## src/design/cts_pkg.sv

```systemverilog
// constants, register map and types of the commutation threshold and
// switch-mode configuration block.
// assumes a 32-bit AHB-Lite register bus and a 125 MHz system clock.
package cts_pkg;
   // printed offsets are register indices; byte address is index times four
   localparam logic [7:0] CTS_IDX_COMM_THRESH = 8'h29;
   localparam logic [7:0] CTS_IDX_SWITCH_MODE_CONFIG = 8'h2A;
   localparam logic [7:0] CTS_IDX_STATUS = 8'h30;
   localparam logic [7:0] CTS_IDX_VSTOP_LEFT = 8'h31;
   localparam logic [7:0] CTS_IDX_VSTOP_RIGHT = 8'h32;
   localparam int CTS_AW = 10;
   localparam logic [9:0] CTS_ADDR_COMM_THRESH = {CTS_IDX_COMM_THRESH, 2'b00};
   localparam logic [9:0] CTS_ADDR_SWITCH_MODE_CONFIG = {CTS_IDX_SWITCH_MODE_CONFIG, 2'b00};
   localparam logic [9:0] CTS_ADDR_STATUS = {CTS_IDX_STATUS, 2'b00};
   localparam logic [9:0] CTS_ADDR_VSTOP_LEFT = {CTS_IDX_VSTOP_LEFT, 2'b00};
   localparam logic [9:0] CTS_ADDR_VSTOP_RIGHT = {CTS_IDX_VSTOP_RIGHT, 2'b00};
   localparam logic [2:0] CTS_HSIZE_WORD = 3'h2;
   // threshold field: only bits 22:8 exist
   localparam int CTS_THR_LSB = 8;
   localparam int CTS_THR_MSB = 22;
   localparam int CTS_THR_W = CTS_THR_MSB - CTS_THR_LSB + 1;
   localparam logic [CTS_THR_W-1:0] CTS_THR_RESET = 15'h0;
   // switch-mode fields
   localparam int CTS_SW_W = 15;
   localparam logic [CTS_SW_W-1:0] CTS_SW_RESET = 15'h0;
   localparam int CTS_SW_STOP_L = 0;
   localparam int CTS_SW_STOP_R = 1;
   localparam int CTS_SW_POL_L = 2;
   localparam int CTS_SW_POL_R = 3;
   localparam int CTS_SW_SWAP = 4;
   localparam int CTS_SW_STALL_STOP = 10;
   localparam int CTS_SW_VSTOP_L = 12;
   localparam int CTS_SW_VSTOP_R = 13;
   localparam int CTS_SW_VSTOP_ENC = 14;
   localparam logic [31:0] CTS_LIMIT_RESET = 32'h0;
   // status fields
   localparam int CTS_ST_COMM = 0;
   localparam int CTS_ST_STOP_L = 1;
   localparam int CTS_ST_STOP_R = 2;
   localparam int CTS_ST_VSTOP_L = 3;
   localparam int CTS_ST_VSTOP_R = 4;
   localparam int CTS_ST_MOTOR_STOP = 5;

   typedef enum logic [1:0]
   {
      CTS_BUS_IDLE = 2'b00,
      CTS_BUS_WAIT = 2'b01,
      CTS_BUS_DONE = 2'b10
   } cts_bus_state_e;
endpackage

```

## src/design/cts_ahb_slave.sv

```systemverilog
// AHB-Lite slave front end: one wait state per transfer, read data
// registered. assumes a single master and the block's register mux.
`timescale 1ns/100ps
module cts_ahb_slave
(
   input wire logic i_clk,
   input wire logic i_sys_rst,
   input wire logic i_hsel,
   input wire logic [31:0] i_haddr,
   input wire logic [1:0] i_htrans,
   input wire logic i_hwrite,
   input wire logic [2:0] i_hsize,
   input wire logic [31:0] i_hwdata,
   input wire logic i_hready,
   output logic o_hreadyout,
   output logic o_hresp,
   output logic [31:0] o_hrdata,
   output logic o_wr_en,
   output logic o_rd_en,
   output logic [cts_pkg::CTS_AW-1:0] o_addr,
   output logic [31:0] o_wdata,
   input wire logic [31:0] i_rdata
);
   import cts_pkg::*;

   cts_bus_state_e state_q, state_d;
   logic [CTS_AW-1:0] addr_q, addr_d;
   logic wr_q, wr_d;
   logic ok_q, ok_d;
   logic [31:0] rdata_q, rdata_d;
   logic take;

   ////////////////////////////////////////////////////////////////////////
   assign take = i_hsel & i_htrans[1] & i_hready;

   always_comb
   begin
      state_d = state_q;
      addr_d = addr_q;
      wr_d = wr_q;
      ok_d = ok_q;
      rdata_d = rdata_q;
      unique case (state_q)
         CTS_BUS_IDLE, CTS_BUS_DONE:
         begin
            state_d = CTS_BUS_IDLE;
            if (take)
            begin
               state_d = CTS_BUS_WAIT;
               addr_d = i_haddr[CTS_AW-1:0];
               wr_d = i_hwrite;
               // only aligned whole words reach the registers
               ok_d = (i_hsize == CTS_HSIZE_WORD) && (i_haddr[1:0] == 2'h0);
            end
         end
         CTS_BUS_WAIT:
         begin
            state_d = CTS_BUS_DONE;
            rdata_d = (wr_q || !ok_q) ? 32'h0 : i_rdata;
         end
         default:
         begin
            state_d = CTS_BUS_IDLE;
         end
      endcase
   end

   always_ff @(posedge i_clk or posedge i_sys_rst)
   begin
      if (i_sys_rst)
      begin
         state_q <= CTS_BUS_IDLE;
         addr_q <= '0;
         wr_q <= 1'b0;
         ok_q <= 1'b0;
         rdata_q <= 32'h0;
      end
      else
      begin
         state_q <= state_d;
         addr_q <= addr_d;
         wr_q <= wr_d;
         ok_q <= ok_d;
         rdata_q <= rdata_d;
      end
   end

   assign o_hreadyout = (state_q != CTS_BUS_WAIT);
   assign o_hresp = 1'b0;
   assign o_hrdata = rdata_q;
   assign o_wr_en = (state_q == CTS_BUS_WAIT) & wr_q & ok_q;
   assign o_rd_en = (state_q == CTS_BUS_WAIT) & ~wr_q & ok_q;
   assign o_addr = addr_q;
   assign o_wdata = i_hwdata;

   a_one_wait_state: assert property (@(posedge i_clk) disable iff (i_sys_rst)
      take |=> !o_hreadyout ##1 o_hreadyout)
      else $error("transfer did not complete after one wait state");
endmodule

```

## src/design/cts_ref_switch.sv

```systemverilog
// reference switch and virtual stop evaluation for left and right sides.
// assumes reference inputs synchronous to i_clk and signed positions.
`timescale 1ns/100ps
module cts_ref_switch
(
   input wire logic i_clk,
   input wire logic i_sys_rst,
   input wire logic i_left_ref_input,
   input wire logic i_right_ref_input,
   input wire logic [cts_pkg::CTS_SW_W-1:0] i_switch_mode_config,
   input wire logic [31:0] i_ramp_actual_position,
   input wire logic [31:0] i_encoder_position,
   input wire logic [31:0] i_vstop_left_limit,
   input wire logic [31:0] i_vstop_right_limit,
   output logic [1:0] o_stop,
   output logic [1:0] o_vstop_active,
   output logic o_motor_stop
);
   import cts_pkg::*;

   logic [1:0] stop_q, stop_d;
   logic [1:0] vst_q, vst_d;
   logic [1:0] ref_raw;
   logic [1:0] ref_act;
   logic [31:0] vpos;

   ////////////////////////////////////////////////////////////////////////
   assign vpos = i_switch_mode_config[CTS_SW_VSTOP_ENC] ? i_encoder_position
                                              : i_ramp_actual_position;
   assign ref_raw[0] = i_switch_mode_config[CTS_SW_SWAP] ? i_right_ref_input
                                               : i_left_ref_input;
   assign ref_raw[1] = i_switch_mode_config[CTS_SW_SWAP] ? i_left_ref_input
                                               : i_right_ref_input;
   // left limit stops at or below, right limit at or above
   assign vst_d[0] = $signed(vpos) <= $signed(i_vstop_left_limit);
   assign vst_d[1] = $signed(vpos) >= $signed(i_vstop_right_limit);

   // side 0 is left, side 1 is right; field bits sit one apart per side
   for (genvar s = 0; s < 2; s++)
   begin : g_side
      assign ref_act[s] = ref_raw[s] ^ i_switch_mode_config[CTS_SW_POL_L + s];
      // stop holds only while the cause lasts, so release resumes motion
      assign stop_d[s] =
         (i_switch_mode_config[CTS_SW_STOP_L + s] & ref_act[s])
         | (i_switch_mode_config[CTS_SW_VSTOP_L + s] & vst_d[s]);
   end

   always_ff @(posedge i_clk or posedge i_sys_rst)
   begin
      if (i_sys_rst)
      begin
         stop_q <= 2'h0;
         vst_q <= 2'h0;
      end
      else
      begin
         stop_q <= stop_d;
         vst_q <= vst_d;
      end
   end

   assign o_stop = stop_q;
   assign o_vstop_active = vst_q;
   assign o_motor_stop = |stop_q;

   a_ref_left_stop: assert property (@(posedge i_clk)
      disable iff (i_sys_rst)
      (i_switch_mode_config[CTS_SW_STOP_L] && !i_switch_mode_config[CTS_SW_SWAP]
       && (i_left_ref_input != i_switch_mode_config[CTS_SW_POL_L]))
      |=> o_stop[0] && o_motor_stop)
      else $error("left switch did not stop the motor");
   a_ref_swap_pol: assert property (@(posedge i_clk)
      disable iff (i_sys_rst)
      (i_switch_mode_config[CTS_SW_SWAP] && !i_switch_mode_config[CTS_SW_VSTOP_R]
       && (i_left_ref_input == i_switch_mode_config[CTS_SW_POL_R]))
      |=> !o_stop[1])
      else $error("swapped right side stopped on inactive level");
   a_vstop_right: assert property (@(posedge i_clk)
      disable iff (i_sys_rst)
      (i_switch_mode_config[CTS_SW_VSTOP_R] && !i_switch_mode_config[CTS_SW_VSTOP_ENC]
       && ($signed(i_ramp_actual_position) >= $signed(i_vstop_right_limit)))
      |=> o_stop[1] && o_vstop_active[1])
      else $error("right virtual stop missed on ramp position");
   a_vstop_encoder: assert property (@(posedge i_clk)
      disable iff (i_sys_rst)
      (i_switch_mode_config[CTS_SW_VSTOP_ENC]
       && ($signed(i_encoder_position) > $signed(i_vstop_left_limit)))
      |=> !o_vstop_active[0])
      else $error("left virtual stop not taken from encoder");
endmodule

```

## src/design/cts_commutation_cfg.sv

```systemverilog
// commutation velocity threshold and switch-mode configuration block.
// assumes ramp generator, encoder and commutation sensing are outside.
`timescale 1ns/100ps
module cts_commutation_cfg
(
   input wire logic i_clk,
   input wire logic i_sys_rst,
   input wire logic i_hsel,
   input wire logic [31:0] i_haddr,
   input wire logic [1:0] i_htrans,
   input wire logic i_hwrite,
   input wire logic [2:0] i_hsize,
   input wire logic [31:0] i_hwdata,
   input wire logic i_hready,
   output logic o_hreadyout,
   output logic o_hresp,
   output logic [31:0] o_hrdata,
   input wire logic [31:0] i_actual_velocity,
   input wire logic i_internal_ramp_mode,
   input wire logic i_step_dir_mode,
   input wire logic [31:0] i_commutation_position,
   input wire logic [31:0] i_commutation_velocity,
   input wire logic [31:0] i_ramp_actual_position,
   input wire logic [31:0] i_encoder_position,
   input wire logic i_left_ref_input,
   input wire logic i_right_ref_input,
   output logic o_auto_commutation,
   output logic o_high_velocity_actions,
   output logic o_position_load,
   output logic [31:0] o_position_value,
   output logic [31:0] o_step_velocity,
   output logic [cts_pkg::CTS_SW_W-1:0] o_switch_mode_config,
   output logic o_stall_stop_enable,
   output logic o_stop_left,
   output logic o_stop_right,
   output logic o_motor_stop
);
   import cts_pkg::*;

   logic bus_wr;
   logic bus_rd;
   logic [CTS_AW-1:0] bus_addr;
   logic [31:0] bus_wdata;
   logic [31:0] rd_mux;

   logic [CTS_THR_W-1:0] thr_q, thr_d;
   logic [CTS_SW_W-1:0] sw_q, sw_d;
   logic [31:0] vlim_l_q, vlim_l_d;
   logic [31:0] vlim_r_q, vlim_r_d;

   logic comm_q, comm_d;
   logic pos_load_q, pos_load_d;
   logic [31:0] pos_q, pos_d;
   logic [31:0] stepv_q, stepv_d;

   logic [31:0] vel_mag;
   logic [31:0] thr_val;
   logic thr_nz;
   logic engage;
   logic [1:0] stop_w;
   logic [1:0] vstop_w;
   logic motor_stop_w;

   ////////////////////////////////////////////////////////////////////////
   // bus front end
   cts_ahb_slave u_bus
   (
      .i_clk(i_clk),
      .i_sys_rst(i_sys_rst),
      .i_hsel(i_hsel),
      .i_haddr(i_haddr),
      .i_htrans(i_htrans),
      .i_hwrite(i_hwrite),
      .i_hsize(i_hsize),
      .i_hwdata(i_hwdata),
      .i_hready(i_hready),
      .o_hreadyout(o_hreadyout),
      .o_hresp(o_hresp),
      .o_hrdata(o_hrdata),
      .o_wr_en(bus_wr),
      .o_rd_en(bus_rd),
      .o_addr(bus_addr),
      .o_wdata(bus_wdata),
      .i_rdata(rd_mux)
   );

   ////////////////////////////////////////////////////////////////////////
   // register file
   always_comb
   begin
      thr_d = thr_q;
      sw_d = sw_q;
      vlim_l_d = vlim_l_q;
      vlim_r_d = vlim_r_q;
      if (bus_wr)
      begin
         unique case (bus_addr)
            CTS_ADDR_COMM_THRESH:
            begin
               // low byte and upper bits are dropped on write
               thr_d = bus_wdata[CTS_THR_MSB:CTS_THR_LSB];
            end
            CTS_ADDR_SWITCH_MODE_CONFIG:
            begin
               sw_d = bus_wdata[CTS_SW_W-1:0];
            end
            CTS_ADDR_VSTOP_LEFT:
            begin
               vlim_l_d = bus_wdata;
            end
            CTS_ADDR_VSTOP_RIGHT:
            begin
               vlim_r_d = bus_wdata;
            end
            default:
            begin
               thr_d = thr_q;
            end
         endcase
      end
   end

   always_ff @(posedge i_clk or posedge i_sys_rst)
   begin
      if (i_sys_rst)
      begin
         thr_q <= CTS_THR_RESET;
         sw_q <= CTS_SW_RESET;
         vlim_l_q <= CTS_LIMIT_RESET;
         vlim_r_q <= CTS_LIMIT_RESET;
      end
      else
      begin
         thr_q <= thr_d;
         sw_q <= sw_d;
         vlim_l_q <= vlim_l_d;
         vlim_r_q <= vlim_r_d;
      end
   end

   // read mux; unmapped words read as zero with an OKAY answer
   always_comb
   begin
      rd_mux = 32'h0;
      unique case (bus_addr)
         CTS_ADDR_COMM_THRESH:
         begin
            rd_mux = {9'h0, thr_q, 8'h00};
         end
         CTS_ADDR_SWITCH_MODE_CONFIG:
         begin
            rd_mux = {17'h0, sw_q};
         end
         CTS_ADDR_STATUS:
         begin
            rd_mux[CTS_ST_COMM] = comm_q;
            rd_mux[CTS_ST_STOP_L] = stop_w[0];
            rd_mux[CTS_ST_STOP_R] = stop_w[1];
            rd_mux[CTS_ST_VSTOP_L] = vstop_w[0];
            rd_mux[CTS_ST_VSTOP_R] = vstop_w[1];
            rd_mux[CTS_ST_MOTOR_STOP] = motor_stop_w;
         end
         CTS_ADDR_VSTOP_LEFT:
         begin
            rd_mux = vlim_l_q;
         end
         CTS_ADDR_VSTOP_RIGHT:
         begin
            rd_mux = vlim_r_q;
         end
         default:
         begin
            rd_mux = 32'h0;
         end
      endcase
   end

   ////////////////////////////////////////////////////////////////////////
   // commutation threshold
   // the most negative velocity wraps to itself; harmless, it is far above
   // any threshold that fits in bits 22:8
   assign vel_mag = i_actual_velocity[31] ? (32'h0 - i_actual_velocity)
                                          : i_actual_velocity;
   assign thr_val = {9'h0, thr_q, 8'h00};
   assign thr_nz = |thr_q;
   assign engage = thr_nz
                 & i_internal_ramp_mode
                 & ~i_step_dir_mode
                 & (vel_mag >= thr_val);

   always_comb
   begin
      comm_d = engage;
      pos_load_d = engage;
      pos_d = pos_q;
      stepv_d = vel_mag;
      if (engage)
      begin
         pos_d = i_commutation_position;
         // a loaded motor slows the sensed rate; clamp it at the threshold
         stepv_d = (i_commutation_velocity < thr_val) ? thr_val
                                                      : i_commutation_velocity;
      end
   end

   always_ff @(posedge i_clk or posedge i_sys_rst)
   begin
      if (i_sys_rst)
      begin
         comm_q <= 1'b0;
         pos_load_q <= 1'b0;
         pos_q <= 32'h0;
         stepv_q <= 32'h0;
      end
      else
      begin
         comm_q <= comm_d;
         pos_load_q <= pos_load_d;
         pos_q <= pos_d;
         stepv_q <= stepv_d;
      end
   end

   ////////////////////////////////////////////////////////////////////////
   // reference switches and virtual stops
   cts_ref_switch u_ref
   (
      .i_clk(i_clk),
      .i_sys_rst(i_sys_rst),
      .i_left_ref_input(i_left_ref_input),
      .i_right_ref_input(i_right_ref_input),
      .i_switch_mode_config(sw_q),
      .i_ramp_actual_position(i_ramp_actual_position),
      .i_encoder_position(i_encoder_position),
      .i_vstop_left_limit(vlim_l_q),
      .i_vstop_right_limit(vlim_r_q),
      .o_stop(stop_w),
      .o_vstop_active(vstop_w),
      .o_motor_stop(motor_stop_w)
   );

   assign o_auto_commutation = comm_q;
   assign o_high_velocity_actions = comm_q;
   assign o_position_load = pos_load_q;
   assign o_position_value = pos_q;
   assign o_step_velocity = stepv_q;
   assign o_switch_mode_config = sw_q;
   // the stall stop itself lives elsewhere; software must set it
   assign o_stall_stop_enable = sw_q[CTS_SW_STALL_STOP];
   assign o_stop_left = stop_w[0];
   assign o_stop_right = stop_w[1];
   assign o_motor_stop = motor_stop_w;

   ////////////////////////////////////////////////////////////////////////
   a_zero_thresh_off: assert property (@(posedge i_clk)
      disable iff (i_sys_rst)
      (thr_q == 15'h0) |=> !o_auto_commutation)
      else $error("commutation engaged with zero threshold");
   a_ramp_only: assert property (@(posedge i_clk)
      disable iff (i_sys_rst)
      !i_internal_ramp_mode |=> !o_auto_commutation)
      else $error("commutation engaged without the ramp generator");
   a_stepdir_blocks: assert property (@(posedge i_clk)
      disable iff (i_sys_rst)
      i_step_dir_mode |=> !o_auto_commutation)
      else $error("commutation engaged in step and direction mode");
   a_below_thresh: assert property (@(posedge i_clk)
      disable iff (i_sys_rst)
      (vel_mag < thr_val) |=> !o_auto_commutation)
      else $error("commutation engaged below threshold");
   a_engage_reach: assert property (@(posedge i_clk)
      disable iff (i_sys_rst)
      (thr_nz && i_internal_ramp_mode && !i_step_dir_mode
       && vel_mag >= thr_val)
      |=> o_auto_commutation && o_high_velocity_actions)
      else $error("commutation missed at threshold");
   a_pos_feedback: assert property (@(posedge i_clk)
      disable iff (i_sys_rst)
      o_auto_commutation |-> o_position_load
      && (o_position_value == $past(i_commutation_position)))
      else $error("commutation position not written back");
   a_min_step_vel: assert property (@(posedge i_clk)
      disable iff (i_sys_rst)
      o_auto_commutation |-> (o_step_velocity >= $past(thr_val)))
      else $error("step velocity fell below threshold");
   a_thresh_low_zero: assert property (@(posedge i_clk)
      disable iff (i_sys_rst)
      (bus_rd && bus_addr == CTS_ADDR_COMM_THRESH)
      |=> (o_hrdata[7:0] == 8'h00) && (o_hrdata[31:23] == 9'h0))
      else $error("threshold read shows reserved bits");
endmodule

```

## config.mk

```make
export PLATFORM = sky130hd
export DESIGN_NAME = cts_commutation_cfg
export DESIGN_NICKNAME = d
export VERILOG_FILES = /design/src/design/cts_pkg.sv /design/src/design/cts_ahb_slave.sv /design/src/design/cts_ref_switch.sv /design/src/design/cts_commutation_cfg.sv
export SDC_FILE = /design/constraint.sdc
export NUM_CORES = 1
export LEC_CHECK = 0
export BUFFER_PORTS_ARGS = -buffer_cell sky130_fd_sc_hd__buf_4
export CAP_MARGIN = 20
export CORE_MARGIN = 1.5
export CORE_UTILIZATION = 55
export DETAILED_ROUTE_END_ITERATION = 7
export PLACE_DENSITY_LB_ADDON = 0.15
export SYNTH_ARGS = -nofsm -noshare
export SYNTH_HDL_FRONTEND = slang
export SYNTH_SLANG_ARGS = --single-unit
```

## constraint.sdc

```tcl
create_clock -name i_clk -period 16.43 [get_ports i_clk]
set_clock_uncertainty 0.1 [all_clocks]
set_input_delay 0.8215 -clock i_clk [delete_from_list [all_inputs] [get_ports i_clk]]
set_output_delay 0.8215 -clock i_clk [all_outputs]
set_load 0.01 [all_outputs]
```

==> PnR_summary.wiki <==
{| class="wikitable"
! Metric !! Value
|-
| Status || complete, but fails checks
|-
| Violations in the final reports || DRC
|-
| Vias per std cell || 5.72
|-
| Maximum count of clock buffers along a single path || 3
|-
| Site row count || 54
|-
| Area fraction of the dominant cell type after synthesis || 42.8%
|-
| Worst supply voltage drop on vdd || 0.0000582 V
|-
| Number of global-route vias before repair || 10214
|-
| Count of unresolved DRC violations after routing || 2
|-
| Die Width || 152 um
|-
| Clk sink count || 209
|-
| Syn avg cell area || 10.6 um2
|-
| Global-route wire length before repair || 54100 um
|-
| Synthesized netlist net count || 1491
|-
| Full die area || 23100 um2
|-
| Worst-case headroom to the max-slew limit || 28.0%
|-
| Final setup fails || 0
|-
| EDFF count, synth || 0
|-
| H-tree depth || 1
|-
| Relative contribution of sequential cells to total power || 42.2%
|-
| WL/cell || 19.0 um
|-
| Kind of start point of the critical path || input pin
|-
| Layout cells sized above 1 || 36.7%
|-
| Final hold vios || 0
|-
| Number of nets with antenna violations after detailed routing || 0
|-
| Vias after detailed routing || 10146
|-
| Highest fanout seen on the critical path || 61
|-
| Post-detail-place hpwl || 24800 um
|-
| Slew @ Worst Pin || 1.08 ns
|-
| Kind of end point of the critical path || flip-flop
|-
| Root cell of the clock tree || sky130_fd_sc_hd__clkbuf_16
|-
| Setup CP Type || in2reg
|-
| Maximum number of pins on one net before global-route repair || 131
|-
| Clock tree from TritonCTS || built
|-
| Worst-case register-to-register setup slack || 12.58 ns
|-
| Clock transition at path regs || 0.06 ns
|-
| Most frequent cell after synthesis || sky130_fd_sc_hd__dfrtp_1
|-
| Cell Area, Placed || 14900 um2
|-
| Cts hold-fix bufs || 0
|-
| Post-synthesis cell type count || 65
|-
| Number of setup buffers added after CTS || 0
|-
| Switching power || 343 uW
|-
| Area growth from synthesis to layout || 28.9%
|-
| Number of antenna violations at the first check in global routing || 1
|-
| Biggest area consumer among synthesized cells || sky130_fd_sc_hd__dfrtp_1
|-
| Part of the power in combinational logic || 17.6%
|-
| Critical Path AT || 5.77 ns
|-
| Die Y || 152 um
|-
| Ports placed on the boundary || 358
|-
| Proportion of total power due to net switching || 25.4%
|-
| Core outline area || 21800 um2
|-
| Most common library cells after synthesis || sky130_fd_sc_hd__dfrtp_1, sky130_fd_sc_hd__nand2_1, sky130_fd_sc_hd__mux2_2, sky130_fd_sc_hd__ha_1, sky130_fd_sc_hd__inv_1
|-
| Port-buffer cells || 333
|-
| Internal power || 1010 uW
|-
| Sequential cell area fraction in the yosys report || 42.8%
|-
| Starting Density || 56.0%
|-
| Finished layout cell area || 15800 um2
|-
| Later-pin clock latency in the skew report || 0.51 ns
|-
| Top achievable clock speed || 183 MHz
|-
| Iter 0 DRT Violations || 748
|-
| Crit-path slowest cell || sky130_fd_sc_hd__buf_4
|-
| Chain of cells forming the critical path || buf_4, nor4_2, nand2_1, nor2_1, nand2_1, o41ai_1, xnor2_1, ha_1, nand4_1, nor4b_1, o2111ai_1, o211a_1, o311ai_1, o21a_4, buf_4, mux2_2
|-
| Power per Cell Area || 85.7 nW/um2
|-
| Final period utilization || 33.3%
|-
| # nets final || 1809
|-
| Syn Inst Count || 1159
|-
| Total detailed-routing wirelength || 33600 um
|-
| Final slew viol count || 0
|-
| Routability Congestion || 0.888
|-
| RSZ-0062 raised after global routing || false
|-
| Synth Flop Type || sky130_fd_sc_hd__dfrtp_1
|-
| All-layer global routing usage || 28.9%
|-
| Post-synth design cell area || 12200 um2
|-
| Cells resized by post-CTS repair || 0
|-
| Slowest cell delay on critical path || 0.80 ns
|-
| Length of the first detailed-routing pass in iterations || 8
|-
| Power share of the clock group || 40.3%
|-
| Synth warnings || 0
|-
| Min-Delay Path Class || reg2reg
|-
| Register bit total from synthesis || 209
|-
| Minimum clock period || 5.48 ns
|-
| Max capacitance violation total || 0
|-
| Setup WS pre-CTS || 10.44 ns
|-
| Cell types with the largest area share after synthesis || sky130_fd_sc_hd__dfrtp_1, sky130_fd_sc_hd__ha_1, sky130_fd_sc_hd__mux2_2
|-
| Standby leakage power || 0.00798 uW
|-
| Post-route setup slack || 10.96 ns
|-
| Worst EP required || 16.72 ns
|-
| Setup_tns || 0 ns
|-
| TritonCTS buffer count || 24
|-
| Asr flop ratio synth || 100%
|-
| Overall overflow remaining after global route || 0
|}
-- final timing paths --
path / start / to / cells after the start
hold reg to reg: u_bus.o_addr[0] / u_bus.o_addr[0] / 2
max in group asynchronous: i_sys_rst / u_bus.o_hrdata[23] / 4
hold / removal: u_bus.o_addr[0] / u_bus.o_addr[0] / 2
min in group asynchronous: i_sys_rst / o_position_value[4] / 2
setup / recovery: i_actual_velocity[5] / o_position_value[30] / 16
setup reg to reg: thr_q[1] / o_position_value[30] / 11
-- metal layers --
layer | vias to the layer above | share of wire, % | track usage [%]
met5 | - | 0 | 0
met3 | 58 | 6.8 | 4.93
met4 | 0 | 2.5 | 8.04
met2 | 379 | 48 | 47.4
li1 | 4814 | - | -
met1 | 4895 | 43 | 39.5
-- cell usage in the layout (no fill, tap or decap), types with 24 or more instances in the layout --
master	instances
sky130_fd_sc_hd__dfrtp_1	209
sky130_fd_sc_hd__mux2_4	50
sky130_fd_sc_hd__nand2_1	138
sky130_fd_sc_hd__clkbuf_16	24
sky130_fd_sc_hd__a21o_1	43
sky130_fd_sc_hd__o21ai_0	83
sky130_fd_sc_hd__ha_1	94
sky130_fd_sc_hd__inv_1	88
sky130_fd_sc_hd__a21oi_1	44
sky130_fd_sc_hd__mux2_2	96
sky130_fd_sc_hd__buf_4	343
sky130_fd_sc_hd__nor2_1	27
-- layout make-up --
type / count / area, um2
clock inverters: 8 / 106
repair buffers: 347 / 2640
clock buffers: 33 / 704
fillers: 1683 / 6050
inverters: 89 / 342
diodes: 1 / 2.50
flip-flops and latches: 209 / 5230
multi-input cells: 806 / 6390
well taps: 280 / 350
-- through the flow --
| stage | hold WS, ns | power [uW] | cells | utilization (%) |
|---|---|---|---|---|
| after global routing | 0.387 | 1410 | 1773 | 72.3 |
| after floorplan | 0.337 | 700 | 1159 | - |
| after detailed placement | 0.358 | 815 | 1727 | 68.2 |
| after global placement | 0.352 | 809 | 1727 | 68.2 |
| final | 0.368 | 1350 | 1773 | 72.3 |
| after CTS | 0.373 | 1360 | 1768 | 71.9 |
-- worst max-delay path: cells and delay by family --
kind,cells,cell delay (ns)
simple gates,6,1.78
compound gates,5,1.26
buf+inv,2,0.93
mux,1,0.42
fa+ha+maj,1,0.31
xor+xnor,1,0.16
-- state kept, by name, indices dropped and copies added (netlist names) --
register and flops:
u_bus.wr_q 1, u_bus.state_q 2, vlim_l_q 32, o_position_value 32
thr_q 15, u_bus.o_hrdata 32, u_bus.o_addr 10, o_step_velocity 32
u_ref.o_stop 2, o_position_load 1, vlim_r_q 32, u_ref.o_vstop_active 2
o_switch_mode_config 15, u_bus.ok_q 1
-- kinds of logic (layout without fill, tap and decap cells) --
kind of cell,count (synthesis),in the layout,synth area share (%)
AO/OA/AOI/OAI,248,248,13.2
XOR/XNOR,32,32,2.29
adder cells (fa/ha/maj),94,94,9.62
buffers and inverters,144,477,5.34
flip-flops,209,209,42.8
multiplexers,156,156,15.8
other,1,2,0.0307
AND/OR/NAND/NOR,275,275,10.9
-- power by group through the flow --
| stage | Combinational (uW) | Sequential [uW] | Clock (uW) |
|---|---|---|---|
| after floorplan | 115 | 585 | 0 |
| after global placement | 232 | 577 | 0 |
| after detailed placement | 237 | 578 | 0 |
| after CTS | 238 | 570 | 552 |
| after global routing | 258 | 574 | 574 |
| final | 237 | 570 | 544 |
(Power assumes the default switching activity.)
